--- config.mk ---
export PLATFORM = sky130hd
export DESIGN_NAME = sbs_startup
export DESIGN_NICKNAME = d
export VERILOG_FILES = /design/src/include/sbs_pkg.sv /design/src/core/sbs_por.sv /design/src/core/sbs_startup.sv
export VERILOG_INCLUDE_DIRS = /design/src /design/src/include
export SDC_FILE = /design/constraint.sdc
export NUM_CORES = 1
export LEC_CHECK = 0
export BUFFER_PORTS_ARGS = -buffer_cell sky130_fd_sc_hd__buf_4
export CAP_MARGIN = 20
export CORE_MARGIN = 5
export CORE_UTILIZATION = 62
export DETAILED_ROUTE_END_ITERATION = 10
export MAX_ROUTING_LAYER = met4
export PLACE_DENSITY = 0.89
export SYNTH_ARGS = -nofsm -noshare
export SYNTH_HDL_FRONTEND = slang
export SYNTH_SLANG_ARGS = --single-unit
--- constraint.sdc ---
create_clock -name clk_i -period 3.6 [get_ports clk_i]
set_clock_uncertainty 0.15 [all_clocks]
set_input_delay 0.18 -clock clk_i [delete_from_list [all_inputs] [get_ports clk_i]]
set_output_delay 0.18 -clock clk_i [all_outputs]
set_load 0.005 [all_outputs]
--- src/include/sbs_defs.svh ---
`ifndef SBS_DEFS_SVH
`define SBS_DEFS_SVH

// timing
`define SBS_CLK_PERIOD_NS       10
`define SBS_POR_PULSE_NS        75
`define SBS_POR_PULSE_CYC       ((`SBS_POR_PULSE_NS + `SBS_CLK_PERIOD_NS - 1) / `SBS_CLK_PERIOD_NS)

// register byte addresses
`define SBS_ADDR_IO_UPDATE      16'h0005
`define SBS_ADDR_CAL_SYNC       16'h0A02
`define SBS_ADDR_PROFILE_SEL    16'h0A0D
`define SBS_ADDR_MF_OE          16'h0200
`define SBS_ADDR_MF_OUT         16'h0201
`define SBS_ADDR_IRQ_MASK       16'h0202
`define SBS_ADDR_IRQ_MODE       16'h0203
`define SBS_ADDR_WDOG           16'h0204
`define SBS_ADDR_SYNC_PIN       16'h0205
`define SBS_ADDR_DIST_OE        16'h0400
`define SBS_ADDR_AUTO_SYNC      16'h0406
`define SBS_ADDR_REF_CFG        16'h0500
`define SBS_ADDR_STRAP          16'h0D00

// address spaces (upper byte)
`define SBS_SPACE_DPLL          8'h03
`define SBS_SPACE_DIST          8'h04
`define SBS_SPACE_REF           8'h05

// field positions
`define SBS_BIT_IO_UPDATE       0
`define SBS_BIT_CAL             0
`define SBS_BIT_SYNC            1
`define SBS_BIT_SYNC_PIN_EN     3
`define SBS_BIT_AUTO_PROFILE    0
`define SBS_DIST_OE_W           4

// reset values
`define SBS_CTRL_RESET          8'h00

`endif

--- src/include/sbs_pkg.sv ---
package sbs_pkg;

  typedef enum logic [1:0] {
    POR_WAIT,
    POR_PULSE,
    POR_DONE
  } sbs_por_e;

  typedef struct packed {
    logic [7:0] cal_sync;
    logic [7:0] profile_sel;
    logic [7:0] mf_oe;
    logic [7:0] mf_out;
    logic [7:0] irq_mask;
    logic [7:0] irq_mode;
    logic [7:0] wdog;
    logic [7:0] sync_pin;
    logic [7:0] dist_oe;
    logic [7:0] auto_sync;
    logic [7:0] ref_cfg;
  } sbs_ctrl_s;

  typedef struct packed {
    logic       sup_hi_s1;
    logic       sup_hi_s2;
    logic       sup_core_s1;
    logic       sup_core_s2;
    sbs_por_e   state;
    logic [3:0] cnt;
  } sbs_por_s;

  typedef struct packed {
    logic [7:0] pin_s1;
    logic [7:0] pin_s2;
    logic [7:0] pin_prev;
    logic       rstpin_s1;
    logic       rstpin_s2;
    logic       rst_q;
    logic       lock_q;
    logic [7:0] strap;
    sbs_ctrl_s  stg;
    sbs_ctrl_s  act;
    logic       upd;
    logic       eeprom_load;
    logic       profile_start;
    logic       acquire;
    logic       sync;
    logic [2:0] space_wr;
    logic [7:0] rdata;
  } sbs_state_s;

endpackage

--- src/core/sbs_por.sv ---
`timescale 1ns/1ns
`include "sbs_defs.svh"

module sbs_por (
  input  wire logic clk_i,
  input  wire logic srst_i,
  input  wire logic supply_high_ok_i,
  input  wire logic supply_core_ok_i,
  output logic      por_o
);
  import sbs_pkg::*;

  localparam logic [3:0] PULSE_LAST = 4'(`SBS_POR_PULSE_CYC - 1);

  sbs_por_s r;
  sbs_por_s next_r;
  logic     both_ok;

  assign both_ok = r.sup_hi_s2 & r.sup_core_s2;
  assign por_o   = (r.state == POR_PULSE);

  always_comb begin
    next_r             = r;
    next_r.sup_hi_s1   = supply_high_ok_i;
    next_r.sup_hi_s2   = r.sup_hi_s1;
    next_r.sup_core_s1 = supply_core_ok_i;
    next_r.sup_core_s2 = r.sup_core_s1;
    case (r.state)
      POR_WAIT: begin
        if (both_ok) begin
          next_r.state = POR_PULSE;
          next_r.cnt   = 4'h0;
        end
      end
      POR_PULSE: begin
        if (r.cnt == PULSE_LAST) begin
          next_r.state = POR_DONE;
        end else begin
          next_r.cnt = r.cnt + 4'h1;
        end
      end
      POR_DONE: begin
        // re-arm if a supply drops
        if (!both_ok) begin
          next_r.state = POR_WAIT;
        end
      end
      default: begin
        next_r.state = POR_WAIT;
      end
    endcase
  end

  always_ff @(posedge clk_i) begin
    if (srst_i) begin
      r <= '0;
    end else begin
      r <= next_r;
    end
  end

endmodule

--- src/core/sbs_startup.sv ---
// Function
// - power-up reset pulse of 80 ns (75 ns rounded up to 8 cycles)
// - power-up reset independent of reset pin
// - pins high-impedance within 45 ns of reset
// - pins inputs during reset, captured at release
// - strap bit n equals pin n
// - low strap bits 000 select SPI
// - nonzero low bits select I2C address
// - high strap bits zero skip EEPROM load
// - nonzero high bits start EEPROM load
// - update bit commits staged settings
// - pins default unassigned high-impedance inputs
// - interrupts masked, open-drain mode by default
// - watchdog disabled after reset
// - distribution outputs disabled after reset
// - manual profile: acquire after final update
// - automatic profile: start selected detectors
// - sync bit or pin starts outputs
// - DPLL, distribution, reference address spaces
`timescale 1ns/1ns
`include "sbs_defs.svh"

module sbs_startup (
  input  wire logic       clk_i,
  input  wire logic       srst_i,
  input  wire logic       supply_high_ok_i,
  input  wire logic       supply_core_ok_i,
  input  wire logic       reset_pin_i,
  input  wire logic [7:0] mf_pins_i,
  output logic      [7:0] mf_pins_o,
  output logic      [7:0] mf_pins_oe_n_o,
  input  wire logic       reg_wr_i,
  input  wire logic       reg_rd_i,
  input  wire logic [15:0] reg_addr_i,
  input  wire logic [7:0] reg_wdata_i,
  output logic      [7:0] reg_rdata_o,
  output logic      [7:0] strap_capture_value_o,
  output logic            spi_mode_o,
  output logic      [2:0] i2c_addr_low_o,
  output logic            eeprom_load_o,
  output logic      [4:0] eeprom_condition_o,
  output logic            device_reset_o,
  output logic            io_update_o,
  output logic            system_clock_input_cal_o,
  input  wire logic       dpll_locked_i,
  input  wire logic       detect_done_i,
  output logic            profile_start_o,
  output logic      [7:0] profile_sel_o,
  output logic            dpll_acquire_o,
  output logic            dist_sync_o,
  output logic      [3:0] dist_oe_o,
  output logic      [7:0] irq_mask_o,
  output logic            irq_od_mode_o,
  output logic            watchdog_en_o,
  output logic      [2:0] space_wr_o
);
  import sbs_pkg::*;

  sbs_state_s r;
  sbs_state_s next_r;
  logic       por;
  logic       rst_any;
  logic       wr_ok;
  logic       strap_take;

  logic       hit_update;
  logic       hit_strap;
  logic       auto_profile;

  logic       sync_pin_en;
  logic       sync_pin_now;
  logic       sync_pin_was;
  logic       sync_pin_edge;
  logic       sync_bit_drop;
  logic       lock_rise;
  logic [2:0] sync_idx;

  // staged register map; unmapped addresses are left alone
  function automatic sbs_ctrl_s ctrl_write(input sbs_ctrl_s c, input logic [15:0] a,
                                           input logic [7:0] d);
    sbs_ctrl_s o;
    o = c;
    case (a)
      `SBS_ADDR_CAL_SYNC:    o.cal_sync    = d;
      `SBS_ADDR_PROFILE_SEL: o.profile_sel = d;
      `SBS_ADDR_MF_OE:       o.mf_oe       = d;
      `SBS_ADDR_MF_OUT:      o.mf_out      = d;
      `SBS_ADDR_IRQ_MASK:    o.irq_mask    = d;
      `SBS_ADDR_IRQ_MODE:    o.irq_mode    = d;
      `SBS_ADDR_WDOG:        o.wdog        = d;
      `SBS_ADDR_SYNC_PIN:    o.sync_pin    = d;
      `SBS_ADDR_DIST_OE:     o.dist_oe     = d;
      `SBS_ADDR_AUTO_SYNC:   o.auto_sync   = d;
      `SBS_ADDR_REF_CFG:     o.ref_cfg     = d;
      default:               o             = c;
    endcase
    return o;
  endfunction

  // unmapped and write-only addresses read as zero
  function automatic logic [7:0] ctrl_read(input sbs_ctrl_s c, input logic [15:0] a);
    logic [7:0] d;
    d = 8'h00;
    case (a)
      `SBS_ADDR_CAL_SYNC:    d = c.cal_sync;
      `SBS_ADDR_PROFILE_SEL: d = c.profile_sel;
      `SBS_ADDR_MF_OE:       d = c.mf_oe;
      `SBS_ADDR_MF_OUT:      d = c.mf_out;
      `SBS_ADDR_IRQ_MASK:    d = c.irq_mask;
      `SBS_ADDR_IRQ_MODE:    d = c.irq_mode;
      `SBS_ADDR_WDOG:        d = c.wdog;
      `SBS_ADDR_SYNC_PIN:    d = c.sync_pin;
      `SBS_ADDR_DIST_OE:     d = c.dist_oe;
      `SBS_ADDR_AUTO_SYNC:   d = c.auto_sync;
      `SBS_ADDR_REF_CFG:     d = c.ref_cfg;
      default:               d = 8'h00;
    endcase
    return d;
  endfunction

  // one-hot strobe per address space
  function automatic logic [2:0] space_of(input logic [15:0] a);
    return {a[15:8] == `SBS_SPACE_REF, a[15:8] == `SBS_SPACE_DIST,
            a[15:8] == `SBS_SPACE_DPLL};
  endfunction

  // edge of a level against its value one cycle earlier
  function automatic logic went_high(input logic now_v, input logic was_v);
    return now_v & ~was_v;
  endfunction

  function automatic logic went_low(input logic now_v, input logic was_v);
    return ~now_v & was_v;
  endfunction

  // pulse width is counted in system clock cycles
  // power-up reset runs on supplies alone
  sbs_por u_por (
    .clk_i            (clk_i),
    .srst_i           (srst_i),
    .supply_high_ok_i (supply_high_ok_i),
    .supply_core_ok_i (supply_core_ok_i),
    .por_o            (por)
  );

  // any reset: bench reset, power-up pulse or synchronised pin
  assign rst_any    = srst_i | por | r.rstpin_s2;
  assign wr_ok      = reg_wr_i & ~rst_any;
  // first cycle with every reset gone
  assign strap_take = went_low(rst_any, r.rst_q);

  assign hit_update   = (reg_addr_i == `SBS_ADDR_IO_UPDATE);
  assign hit_strap    = (reg_addr_i == `SBS_ADDR_STRAP);
  assign auto_profile = r.act.ref_cfg[`SBS_BIT_AUTO_PROFILE];

  // a pin driven by the chip itself must not fire a sync
  assign sync_idx      = r.act.sync_pin[2:0];
  assign sync_pin_en   = r.act.sync_pin[`SBS_BIT_SYNC_PIN_EN] & ~r.act.mf_oe[sync_idx];
  assign sync_pin_now  = r.pin_s2[sync_idx];
  assign sync_pin_was  = r.pin_prev[sync_idx];
  assign sync_pin_edge = sync_pin_en & went_high(sync_pin_now, sync_pin_was);
  // update clears a set sync bit
  assign sync_bit_drop = went_low(r.stg.cal_sync[`SBS_BIT_SYNC], r.act.cal_sync[`SBS_BIT_SYNC]);
  // lock edge when auto sync is on
  assign lock_rise     = r.act.auto_sync[0] & went_high(dpll_locked_i, r.lock_q);

  always_comb begin
    next_r               = r;
    next_r.pin_s1        = mf_pins_i;
    next_r.pin_s2        = r.pin_s1;
    next_r.pin_prev      = r.pin_s2;
    next_r.rstpin_s1     = reset_pin_i;
    next_r.rstpin_s2     = r.rstpin_s1;
    next_r.rst_q         = rst_any;
    next_r.lock_q        = dpll_locked_i;
    // strobes last one cycle unless set again below
    next_r.upd           = 1'b0;
    next_r.eeprom_load   = 1'b0;
    next_r.profile_start = 1'b0;
    next_r.acquire       = 1'b0;
    next_r.sync          = 1'b0;
    next_r.space_wr      = 3'h0;

    // reads show staged values, not committed ones
    if (reg_rd_i) begin
      if (hit_strap) begin
        next_r.rdata = r.strap;
      end else begin
        next_r.rdata = ctrl_read(r.stg, reg_addr_i);
      end
    end

    // pins as seen two cycles ago, past the synchronisers
    // capture pins when reset is removed
    if (strap_take) begin
      next_r.strap = r.pin_s2;
      next_r.eeprom_load = |r.pin_s2[7:3];
    end

    if (wr_ok) begin
      next_r.space_wr = space_of(reg_addr_i);
      if (hit_update) begin
        next_r.upd = reg_wdata_i[`SBS_BIT_IO_UPDATE];
      end else begin
        next_r.stg = ctrl_write(r.stg, reg_addr_i, reg_wdata_i);
      end
    end

    // outputs all move on this one edge
    // commit staged settings
    if (r.upd) begin
      next_r.act = r.stg;
      if (sync_bit_drop) begin
        next_r.sync = 1'b1;
      end
      if (r.stg.ref_cfg[`SBS_BIT_AUTO_PROFILE]) begin
        next_r.profile_start = |r.stg.profile_sel;
      end else begin
        next_r.acquire = 1'b1;
      end
    end

    if (detect_done_i & auto_profile) begin
      next_r.acquire = 1'b1;
    end

    if (sync_pin_edge | lock_rise) begin
      next_r.sync = 1'b1;
    end

    // reset last, so it wins over every path above
    if (rst_any) begin
      next_r.stg           = '0;
      next_r.act           = '0;
      next_r.upd           = 1'b0;
      next_r.profile_start = 1'b0;
      next_r.acquire       = 1'b0;
      next_r.sync          = 1'b0;
      next_r.space_wr      = 3'h0;
      next_r.rdata         = 8'h00;
    end
  end

  always_ff @(posedge clk_i) begin
    if (srst_i) begin
      r <= '0;
    end else begin
      r <= next_r;
    end
  end

  // release pins as soon as reset appears
  assign mf_pins_oe_n_o = ~r.act.mf_oe | {8{rst_any}};
  assign mf_pins_o      = r.act.mf_out;

  assign strap_capture_value_o = r.strap;
  assign spi_mode_o            = (r.strap[2:0] == 3'h0);
  assign i2c_addr_low_o        = r.strap[2:0];
  assign eeprom_load_o         = r.eeprom_load;
  assign eeprom_condition_o    = r.strap[7:3];

  assign device_reset_o        = r.rst_q;
  assign io_update_o           = r.upd;
  assign system_clock_input_cal_o          = r.act.cal_sync[`SBS_BIT_CAL];
  assign profile_start_o       = r.profile_start;
  assign profile_sel_o         = r.act.profile_sel;
  assign dpll_acquire_o        = r.acquire;
  assign dist_sync_o           = r.sync;

  assign dist_oe_o             = r.act.dist_oe[`SBS_DIST_OE_W-1:0];
  assign irq_mask_o            = r.act.irq_mask;
  assign irq_od_mode_o         = ~r.act.irq_mode[0];
  assign watchdog_en_o         = r.act.wdog[0];
  assign space_wr_o            = r.space_wr;
  assign reg_rdata_o           = r.rdata;

endmodule

### Yosys cells after proc, flatten, opt, wreduce, memory -nomap -nowiden

Index checks and enable logic that the tools add are counted.

| storage, ports and cells | value |
|---|---|
| register bits | 196 |
| input port bits | 41 |
| output and inout port bits | 73 |

| operators by class | value |
|---|---|
| $add $sub $neg | 1 |
| order comparisons | 1 |
| equal/unequal tests | 23 |
| muxes and demuxes | 19 |
| bitwise logic cells | 26 |
| reductions and logical operators | 23 |

Operator list:

| kind | count |
|---|---|
| $eq A16 B10 Y1 const B | 6 |
| $pmux W8 S11 | 1 |
| $eq A16 B11 Y1 const B | 3 |
| $eq A16 B12 Y1 const B | 3 |
| $reduce_and A3 Y1 | 13 |
| $eq A16 B3 Y1 const B | 1 |
| $eq A8 B3 Y1 const B | 2 |
| $not A1 Y1 | 11 |
| $and A1 B1 Y1 | 10 |
| $bmux W1 S3 | 3 |
| $eq A8 B2 Y1 const B | 1 |
| $mux W8 | 1 |
| $not A8 Y8 | 1 |
| $or A8 B8 Y8 | 1 |
| $pmux W4 S2 | 1 |
| $reduce_or A4 Y1 | 2 |
| $reduce_or A8 Y1 | 1 |
| $mux W1 | 7 |
| $mux W2 | 3 |
| $mux W6 | 1 |
| $pmux W2 S3 | 1 |
| $reduce_or A5 Y1 | 1 |
| $add A4 B1 Y4 const B | 1 |
| $eq A4 B3 Y1 const B | 1 |
| 12 further kinds | 17 |

### Depth between registers and ports, before layout

| logic depth | value |
|---|---|
| depth in word-level cells | 7 |
| mapped depth | 9 |
| mapped depth without buffers | 7 |

### Modules after synthesis

From an unflattened synthesis, not the netlist that was laid out.

| second synthesis, totals | value |
|---|---|
| cell total of the unflattened synthesis | 888 |
| area total of the unflattened synthesis | 8550.7 um^2 |

Modules (own cells, without submodules):

| module | instances | cells an instance | area each (um^2) |
|---|---|---|---|
| sbs_startup | 1 | 845 | 8135.3 |
| sbs_por | 1 | 43 | 415.4 |

### Least setup slack after synthesis

Ideal clock, no wire load.

| timing path | value |
|---|---|
| kind | register to register |
| from | register u_por.r[5] (netlist name) |
| to | register r[184] (netlist name) |
| data arrival time | 1.941 ns |
| data required time | 3.322 ns |
| setup slack | 1.382 ns |
| stages on the path, launching flop included | 10 |
| buffers on the path | 3 |
| cells stage by stage | dfxtp_1 -> nor2b_2 -> or4b_1 -> buf_2 -> a41oi_4 -> buf_6 -> and2_4 -> buf_12 -> mux2i_1 -> nor2_1 |

| on the way | value |
|---|---|
| word-level cells in the longest chain between the ends | 6 |
| elaborated cells on any way between the ends | 7 |
| classes of those cells | eq/ne (1); bitwise (4); reduce/logical (2) |

Ends and longest elaborated chain:

| what | RTL line | source |
|---|---|---|
| from (decl) | sbs_por.sv:15 | `sbs_por_s r;` |
| from (signal assigned) | sbs_por.sv:58 | `r <= next_r;` |
| $eq A2 B1 Y1 (*) | sbs_por.sv:20 | `assign por_o = (r.state == POR_PULSE);` |
| $or A1 B1 Y1 (*) (2 in a row) | sbs_startup.sv:147 | `assign rst_any = srst_i \| por \| r.rstpin_s2;` |
| $not A1 Y1 | sbs_startup.sv:148 | `assign wr_ok = reg_wr_i & ~rst_any;` |
| $and A1 B1 Y1 | sbs_startup.sv:148 |  |
| $reduce_and A3 Y1 (no source line) | - |  |
| to (signal assigned) | sbs_startup.sv:248 | `r <= next_r;` |
| to (decl) | sbs_startup.sv:59 | `sbs_state_s r;` |

Every way passes the cells marked *; elsewhere a longest branch is shown, timed or not.
A chain may end at the register's enable or synchronous reset.

### Worst setup path after layout

| timing path | value |
|---|---|
| from | register u_por.r[5] (netlist name) |
| to | register r[123] (netlist name) |

Same word-level chain as after synthesis.

==> results.json <==
{
  "run_status": "finished, final reports clean",
  "critPathCaptureType": "flip-flop",
  "yosys_register_bits": 196,
  "antenna_found_initial": 0,
  "worstPathArrival_ns": 2.95,
  "fmax_ghz": 0.358,
  "rsz0062_at_grt": "no",
  "syn-instance-count": 922,
  "ff_latch_area_sq_mm": 0.00393,
  "utilization": 0.736,
  "critical_path_class": "reg2reg",
  "postCtsSetupRepairBufs": 0,
  "critPathMaxFanout": 30,
  "ys_seq_area_frac": 0.463,
  "cts_tree": "built",
  "dp.final_hpwl_um": 15900,
  "timing.critical_path.from_type": "flip-flop",
  "synth.avg_cell_area_sq_um": 9.19,
  "timing.slew.headroom": 0.478,
  "yosys_warnings": 0,
  "ctsRootBufferMaster": "sky130_fd_sc_hd__clkbuf_16",
  "ant_nets": 0,
  "synth.cell_area_sq_mm": 0.00847,
  "cts_made_buffers": 17,
  "cts_hold_buffers": 26,
  "design.die.area_sq_mm": 0.0161,
  "share_of_synthesized_area_spent_on_multiplexers": 0.129,
  "fill_cells": 914,
  "grt_pass1_vias": 6736,
  "worst_pin_slew_ns": 0.777,
  "floorplan.io_pins": 114,
  "grt_first_pass_wirelength_um": 37300,
  "hold_path.startpoint": "reg_addr_i[11]",
  "finalWorstPathRequiredPeriod_ns": 2.79,
  "r2r.worst_path.cells": 7,
  "routabilityCongestion": 0.970,
  "cts-htree-levels": 4,
  "synth_ff_type": "sky130_fd_sc_hd__dfxtp_1",
  "cts.repair.resized": 0,
  "detail_route.drc_violations": 0,
  "worst_hold_path_type": "in2reg",
  "grt_usage": 0.302,
  "ir_drop_v": 0.000365,
  "syn_nets": 964,
  "postRouteWirelength_um": 24000,
  "cts.path.max_buffers": 2,
  "synthTopCellsByArea": "sky130_fd_sc_hd__dfxtp_1, sky130_fd_sc_hd__mux2i_1, sky130_fd_sc_hd__nor2_1",
  "synth_cell_types": 63,
  "synth_adder_area_share": 0.00148,
  "die_h_um": 127,
  "layout.cells.most_common_list": "sky130_fd_sc_hd__dfxtp_1, sky130_fd_sc_hd__buf_4, sky130_fd_sc_hd__nor2_1",
  "pin_count_of_the_biggest_net_entering_global_routing": 73,
  "finalHoldViolCount": 0,
  "worst_ep_required_time_ns": 3.76,
  "min_to": "space_wr_o[1]",
  "synth_enable_flop_cells": 0,
  "final_slew_violations": 0,
  "reg2reg_setup_slack_ns": 0.81,
  "cap_viol_max_count": 0,
  "post_drt_wl_per_cell_um": 20.7,
  "mostFrequentLayoutCell": "sky130_fd_sc_hd__dfxtp_1",
  "setup-tns-final_ns": 0,
  "antennaDiodeCount": 0,
  "post-route-cell-area_sq_mm": 0.00979,
  "drt_first_iter_violations": 891,
  "drt_pre_antenna_iters": 6,
  "synth_xor_xnor_area_share": 0.00207,
  "design.final.nets": 1013,
  "area_delta_synth_final_pct": 15.5,
  "gr-total-overflow": 0,
  "placement.cell_area_sq_mm": 0.00893,
  "floorplan.rows": 42,
  "leakage_nw": 3.50,
  "min_delay_path_depth": 2,
  "clk_transition_reported_paths_ns": 0.07,
  "combinational_family_with_the_most_area_after_synthesis": "simple AND/OR/NAND/NOR gates",
  "crit-reg2reg-launch": "u_por.r[5]",
  "vias": 7195,
  "largest_area_contributor_in_the_netlist": "sky130_fd_sc_hd__dfxtp_1",
  "synth-async-reset-ratio": 0,
  "core_area_sq_mm": 0.0133,
  "power-per-cell-area_mw_per_mm2": 445,
  "setup-violations-final": 0,
  "synth_compound_gate_area_share": 0.0934,
  "viasPerCell": 6.20,
  "synth_simple_gate_area_frac": 0.222,
  "worstSkewPairLatency_ns": 0.44,
  "post_route_cells_drive_above_1_share": 0.187,
  "port_buffers": 113,
  "worst_r2r_endpoint": "r[123]",
  "synth.top_cell.area_share": 0.463,
  "multi_input_comb_area_sq_mm": 0.00381,
  "die_width_um": 127,
  "clkSinkCount": 196,
  "start_util": 0.637,
  "timing.final.crit_share": 0.776
}
## cells by family after synthesis
| family | after synthesis |
|---|---|
| AOI/OAI and AO/OA | 124 |
| xor gates and xnor gates | 2 |
| adders and majority gates | 1 |
| buffers and inverters | 127 |
| DFF | 196 |
| muxes | 108 |
| and+or+nand+nor | 364 |
## cells in the mapped netlist, types with 3 or more instances
library cell / number
sky130_fd_sc_hd__a221oi_1: 6
sky130_fd_sc_hd__buf_4: 56
sky130_fd_sc_hd__a22o_1: 5
sky130_fd_sc_hd__nor2_8: 3
sky130_fd_sc_hd__dfxtp_1: 196
sky130_fd_sc_hd__nor3_1: 16
sky130_fd_sc_hd__nand2b_1: 3
sky130_fd_sc_hd__nand3_1: 54
sky130_fd_sc_hd__a21oi_1: 45
sky130_fd_sc_hd__or4_4: 3
sky130_fd_sc_hd__a32oi_1: 4
sky130_fd_sc_hd__mux2_2: 9
sky130_fd_sc_hd__nor2_1: 114
sky130_fd_sc_hd__clkbuf_1: 39
sky130_fd_sc_hd__o21ai_0: 18
sky130_fd_sc_hd__buf_2: 18
sky130_fd_sc_hd__nand2_1: 72
sky130_fd_sc_hd__nor2b_1: 34
sky130_fd_sc_hd__nand4b_1: 3
sky130_fd_sc_hd__inv_1: 8
sky130_fd_sc_hd__nor3b_1: 4
sky130_fd_sc_hd__nand3b_1: 5
sky130_fd_sc_hd__buf_6: 3
sky130_fd_sc_hd__mux2i_1: 99
sky130_fd_sc_hd__a31oi_1: 8
sky130_fd_sc_hd__o22ai_1: 3
sky130_fd_sc_hd__and3_1: 5
sky130_fd_sc_hd__nand4_1: 10
sky130_fd_sc_hd__nor4_1: 11
sky130_fd_sc_hd__a22oi_1: 7
sky130_fd_sc_hd__nor4b_1: 8
sky130_fd_sc_hd__o21ai_1: 11
sky130_fd_sc_hd__a222oi_1: 3
## area by class of cell
cell class | count | share of cell area
clock buffer | 19 | 0.0463
clock inverter | 13 | 0.0144
inverter | 8 | 0.00307
multi-input combinational | 599 | 0.389
sequential | 196 | 0.401
tap | 176 | 0.0225
timing repair buffer | 149 | 0.124
## registers in the layout (all words and copies together), names as in the netlist
signal and cells:
auto_profile 1, device_reset_o 1, dist_oe_o 4, dist_sync_o 1, dpll_acquire_o 1, eeprom_load_o 1, io_update_o 1, irq_mask_o 8
mf_pins_o 8, next_r 17, profile_sel_o 8, profile_start_o 1, r 113, reg_rdata_o 8, space_wr_o 3, strap_capture_value_o 8
system_clock_input_cal_o 1, u_por.next_r 2, u_por.r 8, watchdog_en_o 1
## how the worst max path moves through the flow
stage / startpoint / to / slack (ns) / cells after the start
2_1_floorplan: u_por.r[5] / r[184] / 1.38 / 9
3_3_place_gp: srst_i / r[126] / 0.97 / 7
3_5_place_dp: srst_i / r[106] / 0.91 / 7
4_1_cts: u_por.r[5] / r[123] / 0.89 / 7
5_1_grt: u_por.r[5] / r[108] / 0.72 / 7
6_report: u_por.r[5] / r[123] / 0.81 / 7
## metal layers
metal  part of all wire  track usage  up-vias  wire length (um)
met5                  0            -        -                 0
met4              0.026       0.0965        0               622
met3              0.091       0.0635       68              2170
met2               0.47        0.469      418             11300
met1               0.41        0.397     3448              9830
li1                   -            -     3261                 -
## stage by stage
stage / cells / hold slack [ns] / worst slack, ns / total power, mW
2_1_floorplan: 922 / 0.105 / 1.38 / 2.39
3_3_place_gp: 1102 / 0.239 / 0.968 / 2.47
3_5_place_dp: 1102 / 0.246 / 0.908 / 2.47
4_1_cts: 1160 / 0.00678 / 0.891 / 4.35
5_1_grt: 1160 / 0.0380 / 0.723 / 4.47
6_report: 1160 / 0.0324 / 0.806 / 4.35
## worst max-delay path: stages, from the launching register on
cell                      delay [ns]
sky130_fd_sc_hd__dfxtp_1        0.44
sky130_fd_sc_hd__nor2b_2        0.11
sky130_fd_sc_hd__or4b_1         0.68
sky130_fd_sc_hd__a41oi_4        0.26
sky130_fd_sc_hd__buf_4          0.36
sky130_fd_sc_hd__nand3_2        0.34
sky130_fd_sc_hd__nand3_1        0.22
sky130_fd_sc_hd__o21ai_1        0.11
## report_power, final
| group | switching [mW] | total (mW) | internal, mW |
|---|---|---|---|
| clock | 0.882 | 1.90 | 1.02 |
| sequential | 0.0156 | 2.20 | 2.19 |
| combinational | 0.154 | 0.249 | 0.0953 |
| total | 1.05 | 4.35 | 3.30 |
No activity file was read; power rests on OpenSTA's default activity.
